--- config.mk ---
export PLATFORM = sky130hd
export DESIGN_NAME = acr_config
export DESIGN_NICKNAME = d
export VERILOG_FILES = /design/src/logic/acr_pkg.sv /design/src/logic/acr_sync.sv /design/src/logic/acr_config.sv
export SDC_FILE = /design/constraint.sdc
export NUM_CORES = 1
export LEC_CHECK = 0
export ABC_AREA = 0
export BUFFER_PORTS_ARGS = -buffer_cell sky130_fd_sc_hd__buf_2
export CAP_MARGIN = 20
export CORE_MARGIN = 2
export CORE_UTILIZATION = 25
export DETAILED_ROUTE_END_ITERATION = 8
export PLACE_DENSITY = 0.41
export SYNTH_ARGS = -nofsm -noshare
export SYNTH_HDL_FRONTEND = slang
export SYNTH_SLANG_ARGS = --single-unit
export TNS_END_PERCENT = 5
--- constraint.sdc ---
create_clock -name clk_sys -period 1.9 [get_ports clk_sys]
set_input_delay 0.19 -clock clk_sys [delete_from_list [all_inputs] [get_ports clk_sys]]
set_output_delay 0.19 -clock clk_sys [all_outputs]
set_load 0.01 [all_outputs]
--- src/logic/acr_pkg.sv ---
// package for the converter configuration register block
// assumes a 25 MHz system clock and an spi mode 1 master outside
package acr_pkg;
	// ------------------------------------------------------------
	// field positions
	// ------------------------------------------------------------
	localparam int START_BIT         = 15;
	localparam int INPUT_SEL_HI      = 14;
	localparam int INPUT_SEL_LO      = 12;
	localparam int GAIN_HI           = 11;
	localparam int GAIN_LO           = 9;
	localparam int MODE_BIT          = 8;
	localparam int RATE_HI           = 7;
	localparam int RATE_LO           = 5;
	localparam int TEMP_BIT          = 4;
	localparam int PULL_BIT          = 3;
	localparam int VALID_HI          = 2;
	localparam int VALID_LO          = 1;
	localparam int RSVD_BIT          = 0;
	// ------------------------------------------------------------
	// reset values and codes
	// ------------------------------------------------------------
	localparam logic [2:0] INPUT_SEL_RST = 3'h0;
	localparam logic [2:0] GAIN_RST      = 3'h2;
	localparam logic       MODE_RST      = 1'h1;
	localparam logic [2:0] RATE_RST      = 3'h4;
	localparam logic       TEMP_RST      = 1'h0;
	localparam logic       PULL_RST      = 1'h1;
	localparam logic [1:0] WRITE_VALID_CODE = 2'h1;
	localparam logic       RSVD_READ     = 1'h1;
	// ------------------------------------------------------------
	// frame and timing
	// ------------------------------------------------------------
	localparam int WORD_BITS  = 16;
	localparam int FRAME_BITS = 32;
	// conversion length, deliberately small so a bench sees it end
	localparam int CONV_TIME_US = 4;
	localparam int CLK_MHZ      = 25;
	localparam int CONV_CYCLES  = CONV_TIME_US * CLK_MHZ;
	localparam logic [7:0] CONV_CYCLES_W = 8'(CONV_CYCLES);
endpackage

--- src/logic/acr_sync.sv ---
// three stage synchroniser for one pin input
// assumes the pin is asynchronous to clk_sys
`timescale 1ns/1ps
module acr_sync
	import acr_pkg::*;
(
	// clock and reset
	input  wire logic clk_sys,
	input  wire logic rst,
	input  wire logic rst_val,
	// pin and result
	input  wire logic pin_in,
	output logic      level_out
);
	logic s1_r;
	logic s2_r;
	logic s3_r;

	always_ff @(posedge clk_sys)
	begin
		s1_r <= pin_in;
		s2_r <= s1_r;
		s3_r <= s2_r;
	end

	// a change counts only once stages two and three agree
	always_ff @(posedge clk_sys)
	begin
		if (rst)
			level_out <= rst_val;
		else if (s2_r == s3_r)
			level_out <= s3_r;
	end
endmodule

--- src/logic/acr_config.sv ---
// configuration register of a 16-bit sensor converter, spi mode 1 slave side
// assumes sclk idles low, cs_n frames each transfer, conversion core outside
//
// Notes on behaviour
// - start bit launches one conversion when idle in single-shot mode
// - start bit ignored while converting
// - start bit reads back zero
// - input select field bits 14:12, reset 000
// - gain field bits 11:9, reset 010
// - mode bit 8, one is single-shot
// - rate field bits 7:5, reset 100
// - temperature select bit 4, reset zero
// - pull enable drives weak pull when cs high
// - update only when bits 2:1 equal 01
// - reserved bit ignores writes, reads one
// - capture din on falling sclk edges
// - 32-bit frame returns written word in tail
// - continuous mode keeps converting back to back
`timescale 1ns/1ps
module acr_config
	import acr_pkg::*;
(
	// clock and reset
	input  wire logic       clk_sys,
	input  wire logic       rst,
	// serial pins
	input  wire logic       sclk,
	input  wire logic       cs_n,
	input  wire logic       din,
	output logic            data_out_ready_n_o,
	output logic            data_out_ready_n_oe,
	output logic            data_out_pull_en,
	// conversion core
	input  wire logic [15:0] conv_result,
	output logic            conv_start,
	output logic            conv_busy,
	// configuration fields
	output logic [2:0]      input_pair_select,
	output logic [2:0]      gain_range_select,
	output logic            single_shot_mode,
	output logic [2:0]      sample_rate_select,
	output logic            temp_sensor_select
);
	// ------------------------------------------------------------
	// pin sampling
	// ------------------------------------------------------------
	logic sclk_s;
	logic cs_n_s;
	logic din_s;
	logic sclk_d_r;

	acr_sync u_sync_sclk (.clk_sys(clk_sys), .rst(rst), .rst_val(1'b0),
		.pin_in(sclk), .level_out(sclk_s));
	acr_sync u_sync_cs (.clk_sys(clk_sys), .rst(rst), .rst_val(1'b1),
		.pin_in(cs_n), .level_out(cs_n_s));
	acr_sync u_sync_din (.clk_sys(clk_sys), .rst(rst), .rst_val(1'b0),
		.pin_in(din), .level_out(din_s));

	always_ff @(posedge clk_sys)
	begin
		if (rst)
			sclk_d_r <= 1'b0;
		else
			sclk_d_r <= sclk_s;
	end

	logic sclk_rise;
	logic sclk_fall;
	assign sclk_rise = sclk_s & ~sclk_d_r & ~cs_n_s;
	assign sclk_fall = ~sclk_s & sclk_d_r & ~cs_n_s;

	// ------------------------------------------------------------
	// shift engine
	// ------------------------------------------------------------
	logic [5:0]  bit_cnt_r;
	logic [15:0] rx_r;
	logic [15:0] tx_r;
	logic [15:0] echo_r;
	logic        word_done;
	logic [15:0] rx_nxt;

	assign rx_nxt    = {rx_r[14:0], din_s};
	assign word_done = sclk_fall && (bit_cnt_r == 6'(WORD_BITS - 1));

	always_ff @(posedge clk_sys)
	begin
		if (rst || cs_n_s)
			bit_cnt_r <= 6'h00;
		else if (sclk_fall && bit_cnt_r != 6'(FRAME_BITS))
			bit_cnt_r <= bit_cnt_r + 6'h01;
	end

	always_ff @(posedge clk_sys)
	begin
		if (rst)
			rx_r <= 16'h0000;
		else if (sclk_fall)
			rx_r <= rx_nxt;
	end

	// ------------------------------------------------------------
	// configuration register
	// ------------------------------------------------------------
	logic [2:0] in_sel_r;
	logic [2:0] gain_r;
	logic       mode_r;
	logic [2:0] rate_r;
	logic       temp_r;
	logic       pull_r;
	logic       write_ok;
	logic [15:0] readback;

	assign write_ok = word_done && rx_nxt[VALID_HI:VALID_LO] == WRITE_VALID_CODE;

	always_ff @(posedge clk_sys)
	begin
		if (rst)
		begin
			in_sel_r <= INPUT_SEL_RST;
			gain_r   <= GAIN_RST;
			mode_r   <= MODE_RST;
			rate_r   <= RATE_RST;
			temp_r   <= TEMP_RST;
			pull_r   <= PULL_RST;
		end
		else if (write_ok)
		begin
			in_sel_r <= rx_nxt[INPUT_SEL_HI:INPUT_SEL_LO];
			gain_r   <= rx_nxt[GAIN_HI:GAIN_LO];
			mode_r   <= rx_nxt[MODE_BIT];
			rate_r   <= rx_nxt[RATE_HI:RATE_LO];
			temp_r   <= rx_nxt[TEMP_BIT];
			pull_r   <= rx_nxt[PULL_BIT];
		end
	end

	// start bit is never stored, reserved bit never written
	assign readback = {1'b0, in_sel_r, gain_r, mode_r, rate_r, temp_r, pull_r,
		WRITE_VALID_CODE, RSVD_READ};

	// ------------------------------------------------------------
	// conversion control
	// ------------------------------------------------------------
	logic [7:0] conv_cnt_r;
	logic       conv_req;

	// start needs mode set in both the incoming word and mode_r, so a start bit sent with a mode change is not taken
	assign conv_req = (write_ok && rx_nxt[START_BIT] && rx_nxt[MODE_BIT]
		&& mode_r) || (!mode_r && !conv_busy);

	always_ff @(posedge clk_sys)
	begin
		if (rst)
		begin
			conv_busy  <= 1'b0;
			conv_start <= 1'b0;
			conv_cnt_r <= 8'h00;
		end
		else
		begin
			conv_start <= 1'b0;
			if (conv_busy)
			begin
				// a start arriving now is dropped, not queued
				if (conv_cnt_r == CONV_CYCLES_W - 8'h01)
					conv_busy <= 1'b0;
				conv_cnt_r <= conv_cnt_r + 8'h01;
			end
			else if (conv_req)
			begin
				conv_busy  <= 1'b1;
				conv_start <= 1'b1;
				conv_cnt_r <= 8'h00;
			end
		end
	end

	// ------------------------------------------------------------
	// output shifter: result first, then echo of the written word
	// ------------------------------------------------------------
	always_ff @(posedge clk_sys)
	begin
		if (rst)
			echo_r <= 16'h0000;
		else if (word_done)
			echo_r <= write_ok ? {1'b0, rx_nxt[14:3], WRITE_VALID_CODE, RSVD_READ}
				: readback;
	end

	always_ff @(posedge clk_sys)
	begin
		if (rst || cs_n_s)
			tx_r <= conv_result;
		else if (sclk_rise && bit_cnt_r == 6'(WORD_BITS))
			tx_r <= echo_r;
		else if (sclk_rise && bit_cnt_r != 6'h00)
			tx_r <= {tx_r[14:0], 1'b0};
	end

	always_ff @(posedge clk_sys)
	begin
		if (rst)
		begin
			data_out_ready_n_o  <= 1'b1;
			data_out_ready_n_oe <= 1'b0;
			data_out_pull_en    <= 1'b0;
		end
		else
		begin
			data_out_ready_n_o  <= tx_r[15];
			data_out_ready_n_oe <= ~cs_n_s;
			data_out_pull_en    <= cs_n_s & pull_r;
		end
	end

	always_ff @(posedge clk_sys)
	begin
		if (rst)
		begin
			input_pair_select  <= INPUT_SEL_RST;
			gain_range_select  <= GAIN_RST;
			single_shot_mode   <= MODE_RST;
			sample_rate_select <= RATE_RST;
			temp_sensor_select <= TEMP_RST;
		end
		else
		begin
			input_pair_select  <= in_sel_r;
			gain_range_select  <= gain_r;
			single_shot_mode   <= mode_r;
			sample_rate_select <= rate_r;
			temp_sensor_select <= temp_r;
		end
	end

	// ------------------------------------------------------------
	// checks
	// ------------------------------------------------------------
	chk_bad_code_holds: assert property (@(posedge clk_sys) disable iff (rst)
		word_done && rx_nxt[VALID_HI:VALID_LO] != WRITE_VALID_CODE |=> $stable(readback))
		else $error("register changed without valid code");
	chk_start_once: assert property (@(posedge clk_sys) disable iff (rst)
		conv_start |=> conv_busy && !conv_start)
		else $error("start pulse not followed by busy");
	chk_busy_no_restart: assert property (@(posedge clk_sys) disable iff (rst)
		conv_busy && $past(conv_busy) |-> !conv_start)
		else $error("restart while converting");
	chk_start_reads_zero: assert property (@(posedge clk_sys) disable iff (rst)
		readback[15] == 1'b0 && readback[0] == 1'b1)
		else $error("start or reserved readback wrong");
	chk_pull_cs_high: assert property (@(posedge clk_sys) disable iff (rst)
		data_out_pull_en |-> !data_out_ready_n_oe)
		else $error("pull while driving");
	chk_cont_restart: assert property (@(posedge clk_sys) disable iff (rst)
		!mode_r && $fell(conv_busy) |=> conv_start)
		else $error("continuous mode did not restart");
	chk_gain_update: assert property (@(posedge clk_sys) disable iff (rst)
		write_ok |=> gain_r == $past(rx_nxt[11:9]))
		else $error("gain not stored");
	chk_mode_update: assert property (@(posedge clk_sys) disable iff (rst)
		write_ok |=> mode_r == $past(rx_nxt[8]) ##1 single_shot_mode == mode_r)
		else $error("mode not stored");
	chk_conv_len: assert property (@(posedge clk_sys) disable iff (rst)
		conv_start |-> ##99 conv_busy ##1 !conv_busy)
		else $error("conversion length");
	cov_write: cover property (@(posedge clk_sys) disable iff (rst) write_ok);
	cov_single: cover property (@(posedge clk_sys) disable iff (rst) conv_start && mode_r);
	cov_echo: cover property (@(posedge clk_sys) disable iff (rst)
		sclk_rise && bit_cnt_r == 6'(WORD_BITS));
endmodule

==> impl_metrics.csv <==
group,metric,value,unit
run_status,status,"finished clean",
finish,fin_util,31.9,%
worst_setup_path,path_cells,"ha_4 -> or3b_4 -> nor4_4 -> buf_12 -> mux2i_2 -> a211oi_1",
drt,drt_iter0_drc,199,
worst_setup_path,crit_family,"simple AND/OR/NAND/NOR gates",
clock_tree,cts_buffer_depth,2,
power,power-per-cell-area,881,mW/mm2
worst_setup_path,slowest_delay,0.40,ns
synth,synth-adder-area-share,1.01,%
sta,rsz0062_at_grt,"yes",
synth,synth_edf_count,16,
worst_setup_path,cp-start-kind,"flop",
worst_setup_path,startpoint,"bit_cnt_r[1]",
place,port_buffers,36,
grt,gr-total-overflow,0,
worst_setup_path,cp.required,2.12,ns
floorplanning,boundaryPins,37,
synth,synth_flop_cell,"dfxtp_1",
drt,wl_per_cell,13.1,um
sta,fin_crit_sh,99.3,%
synth,synth_xor_xnor_area_share,0.939,%
sta,finalHoldViolations,0,
place,gp_congestion,0.697,
finish,area_growth,24.3,%
floorplanning,start_util,25.7,%
power,clkPwrFrac,42.7,%
synth,syn_avg_cell_area,10.2,um2
worst_setup_path,cpMaxStageDelayCell,"or3b_4",
sta,max_freq,530,MHz
grt,grt_max_degree,60,
finish,num_antenna_cells,0,
drt,vias,2670,
power,switching_share,21.6,%
min_path,hp-class,"in -> reg",
worst_setup_path,crit_fanout,12,
sta,fin_worst_skew,0.00875,ns
worst_setup_path,reg2reg_from,"bit_cnt_r[1]",
power,p_total,0.00409,W
finish,nFillCells,1518,
place,place_area,0.00428,mm2
finish,nets,439,
synth,synth_cells,367,
synth,synth_top_family_by_area,"simple AND/OR/NAND/NOR gates",
worst_setup_path,end_kind,"flop",
clock_tree,cts_tree,"done",
grt,grt_first_pass_wirelength,12900,um
worst_setup_path,crit_buf_inv,1,
drt,antenna_left,0,
power,p_leak,1.79,nW
clock_tree,numClockSinks,99,
synth,ys_types,42,
clock_tree,cts_setup_buffers,0,
synth,synth_warnings,0,
synth,ys_seq_area_share,57.4,%
finish,regArea,0.00215,mm2
finish,final_layout_size_suffix_gt1_share,25.5,%
clock_tree,path_clk_slew,0.07,ns
floorplanning,core_area,0.0145,mm2
synth,synth_nets,391,
finish,multi_input_area,0.00154,mm2
drt,wirelength,7900,um
drt,dr.pass1.iters,4,
floorplanning,placementRows,44,
power,power.switching,0.000881,W
worst_setup_path,path_class,"reg -> reg",
power,pwr-share-seq,53.8,%
power,power_frac_comb,3.5,%
synth,async_reset_ff_share,0,%
synth,yosys.area_share.simple,17.7,%
worst_setup_path,worst_ep_arrival_time,2.11,ns
sta,setup_tns,0,ns
sta,slew_headroom,63.3,%
finish,final_area,0.00464,mm2
place,dp_hpwl,5200,um
grt,antenna_found_initial,0,
grt,first_global_vias,2545,
synth,syn_area,0.00373,mm2
clock_tree,clk_latency,0.34,ns
clock_tree,root_buffer,"clkbuf_16",
synth,yosys-mux-area-fraction,6.98,%
synth,synth_compound_area_share,12.4,%
drt,drc,0,
min_path,hold_start,"conv_result[15]",
grt,grt_usage,10.4,%
sta,drv_slew,0,
floorplanning,dieArea,0.0159,mm2
sta,finalCriticalPeriod,1.89,ns
clock_tree,h-tree-depth,3,
power,intPower,0.00320,W
clock_tree,cts_buffers,9,
sta,finalSetupViolCount,0,
floorplanning,die_w,126,um
floorplanning,die_height,126,um
sta,worst_slew_pin_slew,0.549,ns
job,drv_cap,0,
synth,ys_ff_latch,99,
drt,vias_per_cell,4.42,
power,ir_drop,0.579,mV
## timing repair
| item | in CTS | in global routing |
|---|---|---|
| hold endpoints to repair | 3 | 0 |
| resized for setup | 3 | 5 |
| pin swaps | 1 | 0 |
| endpoints found under the setup margin | 19 | 49 |
| cloned | 0 | 0 |
| hold buffers | 3 | 0 |
## cells in the mapped netlist, drive strengths merged, types with 2 or more instances
| cell | n | share of area [%] |
|---|---|---|
| a31oi | 2 | 0.34 |
| buf | 6 | 1.1 |
| nor4 | 2 | 1.1 |
| xnor2 | 3 | 0.70 |
| nand2b | 3 | 0.50 |
| or4 | 2 | 0.40 |
| o31ai | 2 | 0.40 |
| mux2i | 26 | 7.0 |
| a311oi | 5 | 1.2 |
| o21ai | 18 | 2.4 |
| a21oi | 24 | 3.2 |
| ha | 3 | 1.0 |
| nand3 | 8 | 1.1 |
| and3 | 3 | 0.50 |
| nor2 | 30 | 3.0 |
| dfxtp | 83 | 45 |
| nand4 | 2 | 0.34 |
| nor2b | 9 | 1.5 |
| inv | 8 | 0.81 |
| or2 | 6 | 1.0 |
| a211oi | 12 | 3.5 |
| or3b | 3 | 0.77 |
| nor3b | 4 | 0.81 |
| edfxtp | 16 | 13 |
| clkbuf | 15 | 1.5 |
| nand2 | 62 | 6.2 |
## tightest hold or removal path, delay by kind of cell
| kind | cells | cell delay [ns] |
|---|---|---|
| buf+inv | 1 | 0.07 |
| simple gates | 2 | 0.08 |
## metal layers
metal,GRT usage [%],share of wire (%),vias up
li1,-,-,1367
met1,13.3,48,1253
met4,3.10,1.2,0
met5,0,0,-
met3,3.91,3.7,8
met2,16.3,47,42
## stage by stage
stage          worst slack [ns]  hold slack (ns)  cells
4_1_cts                -0.00269           0.0951    604
6_report                 0.0130            0.109    604
3_3_place_gp            -0.0240            0.294    585
5_1_grt                 -0.0624            0.123    604
2_1_floorplan           -0.0414            0.218    367
3_5_place_dp            -0.0682            0.294    585
## flip-flops by register name, summed over array words and instances, names as in the netlist, 3 cells and up
register / flops
conv_cnt_r: 8
tx_r: 16
gain_r: 3
rate_r: 3
bit_cnt_r: 6
input_pair_select: 3
rx_r: 15
echo_r: 13
in_sel_r: 3
gain_range_select: 3
sample_rate_select: 3
## cell type report
| class | instances | share of cell area (%) |
|---|---|---|
| Sequential cell | 99 | 46.4 |
| Tap cell | 184 | 4.97 |
| Clock inverter | 5 | 0.756 |
| Multi-Input combinational cell | 238 | 33.2 |
| Clock buffer | 11 | 5.45 |
| Inverter | 9 | 0.729 |
| Timing Repair Buffer | 58 | 8.50 |
## cells by family (layout without fill, tap and decap cells)
group | count (synthesis) | in the layout
fa+ha+maj | 3 | 3
compound gates | 69 | 69
simple gates | 136 | 136
mux | 26 | 26
buf+inv | 30 | 83
flops | 99 | 99
xor+xnor | 4 | 4
## placed cells by master (no fill, tap or decap), types with 2 or more instances in the layout
| master | instances |
|---|---|
| buf_4 | 15 |
| a211oi_1 | 4 |
| o21ai_0 | 18 |
| nor2_1 | 30 |
| edfxtp_1 | 16 |
| ha_1 | 2 |
| nand2b_1 | 3 |
| mux2i_4 | 2 |
| or2_2 | 5 |
| nor4_4 | 2 |
| a311oi_1 | 5 |
| nand4_1 | 2 |
| nand3_1 | 8 |
| nor2b_1 | 9 |
| nor3b_1 | 2 |
| buf_12 | 3 |
| o31ai_1 | 2 |
| a211oi_2 | 8 |
| or3b_4 | 2 |
| a21oi_1 | 24 |
| and3_1 | 3 |
| clkbuf_8 | 2 |
| buf_2 | 36 |
| mux2i_1 | 16 |
| clkinv_2 | 2 |
| inv_1 | 8 |
| dfxtp_1 | 81 |
| dlygate4sd3_1 | 3 |
| dfxtp_4 | 2 |
| clkbuf_16 | 9 |
| a31oi_1 | 2 |
| nand2_1 | 62 |
| nor3b_2 | 2 |
| or4_1 | 2 |
| xnor2_1 | 3 |
| mux2i_2 | 8 |
## power groups by stage
stage | Sequential [W] | Clock [W] | Combinational [W]
floorplan | 0.00225 | 0 | 0.0000765
global placement | 0.00225 | 0 | 0.000139
detailed placement | 0.00225 | 0 | 0.000140
CTS | 0.00220 | 0.00182 | 0.000145
global route | 0.00220 | 0.00190 | 0.000160
finish | 0.00220 | 0.00174 | 0.000141
## worst paths after layout
| check | endpoint | slack (ns) | cells after the start |
|---|---|---|---|
| min reg2reg | u_sync_din.s2_r | 0.33 | 0 |
| max reg2reg | echo_r[5] | 0.01 | 6 |
| max | echo_r[5] | 0.01 | 6 |
| min | tx_r[15] | 0.11 | 3 |
No activity file was read; power rests on OpenSTA's default activity.
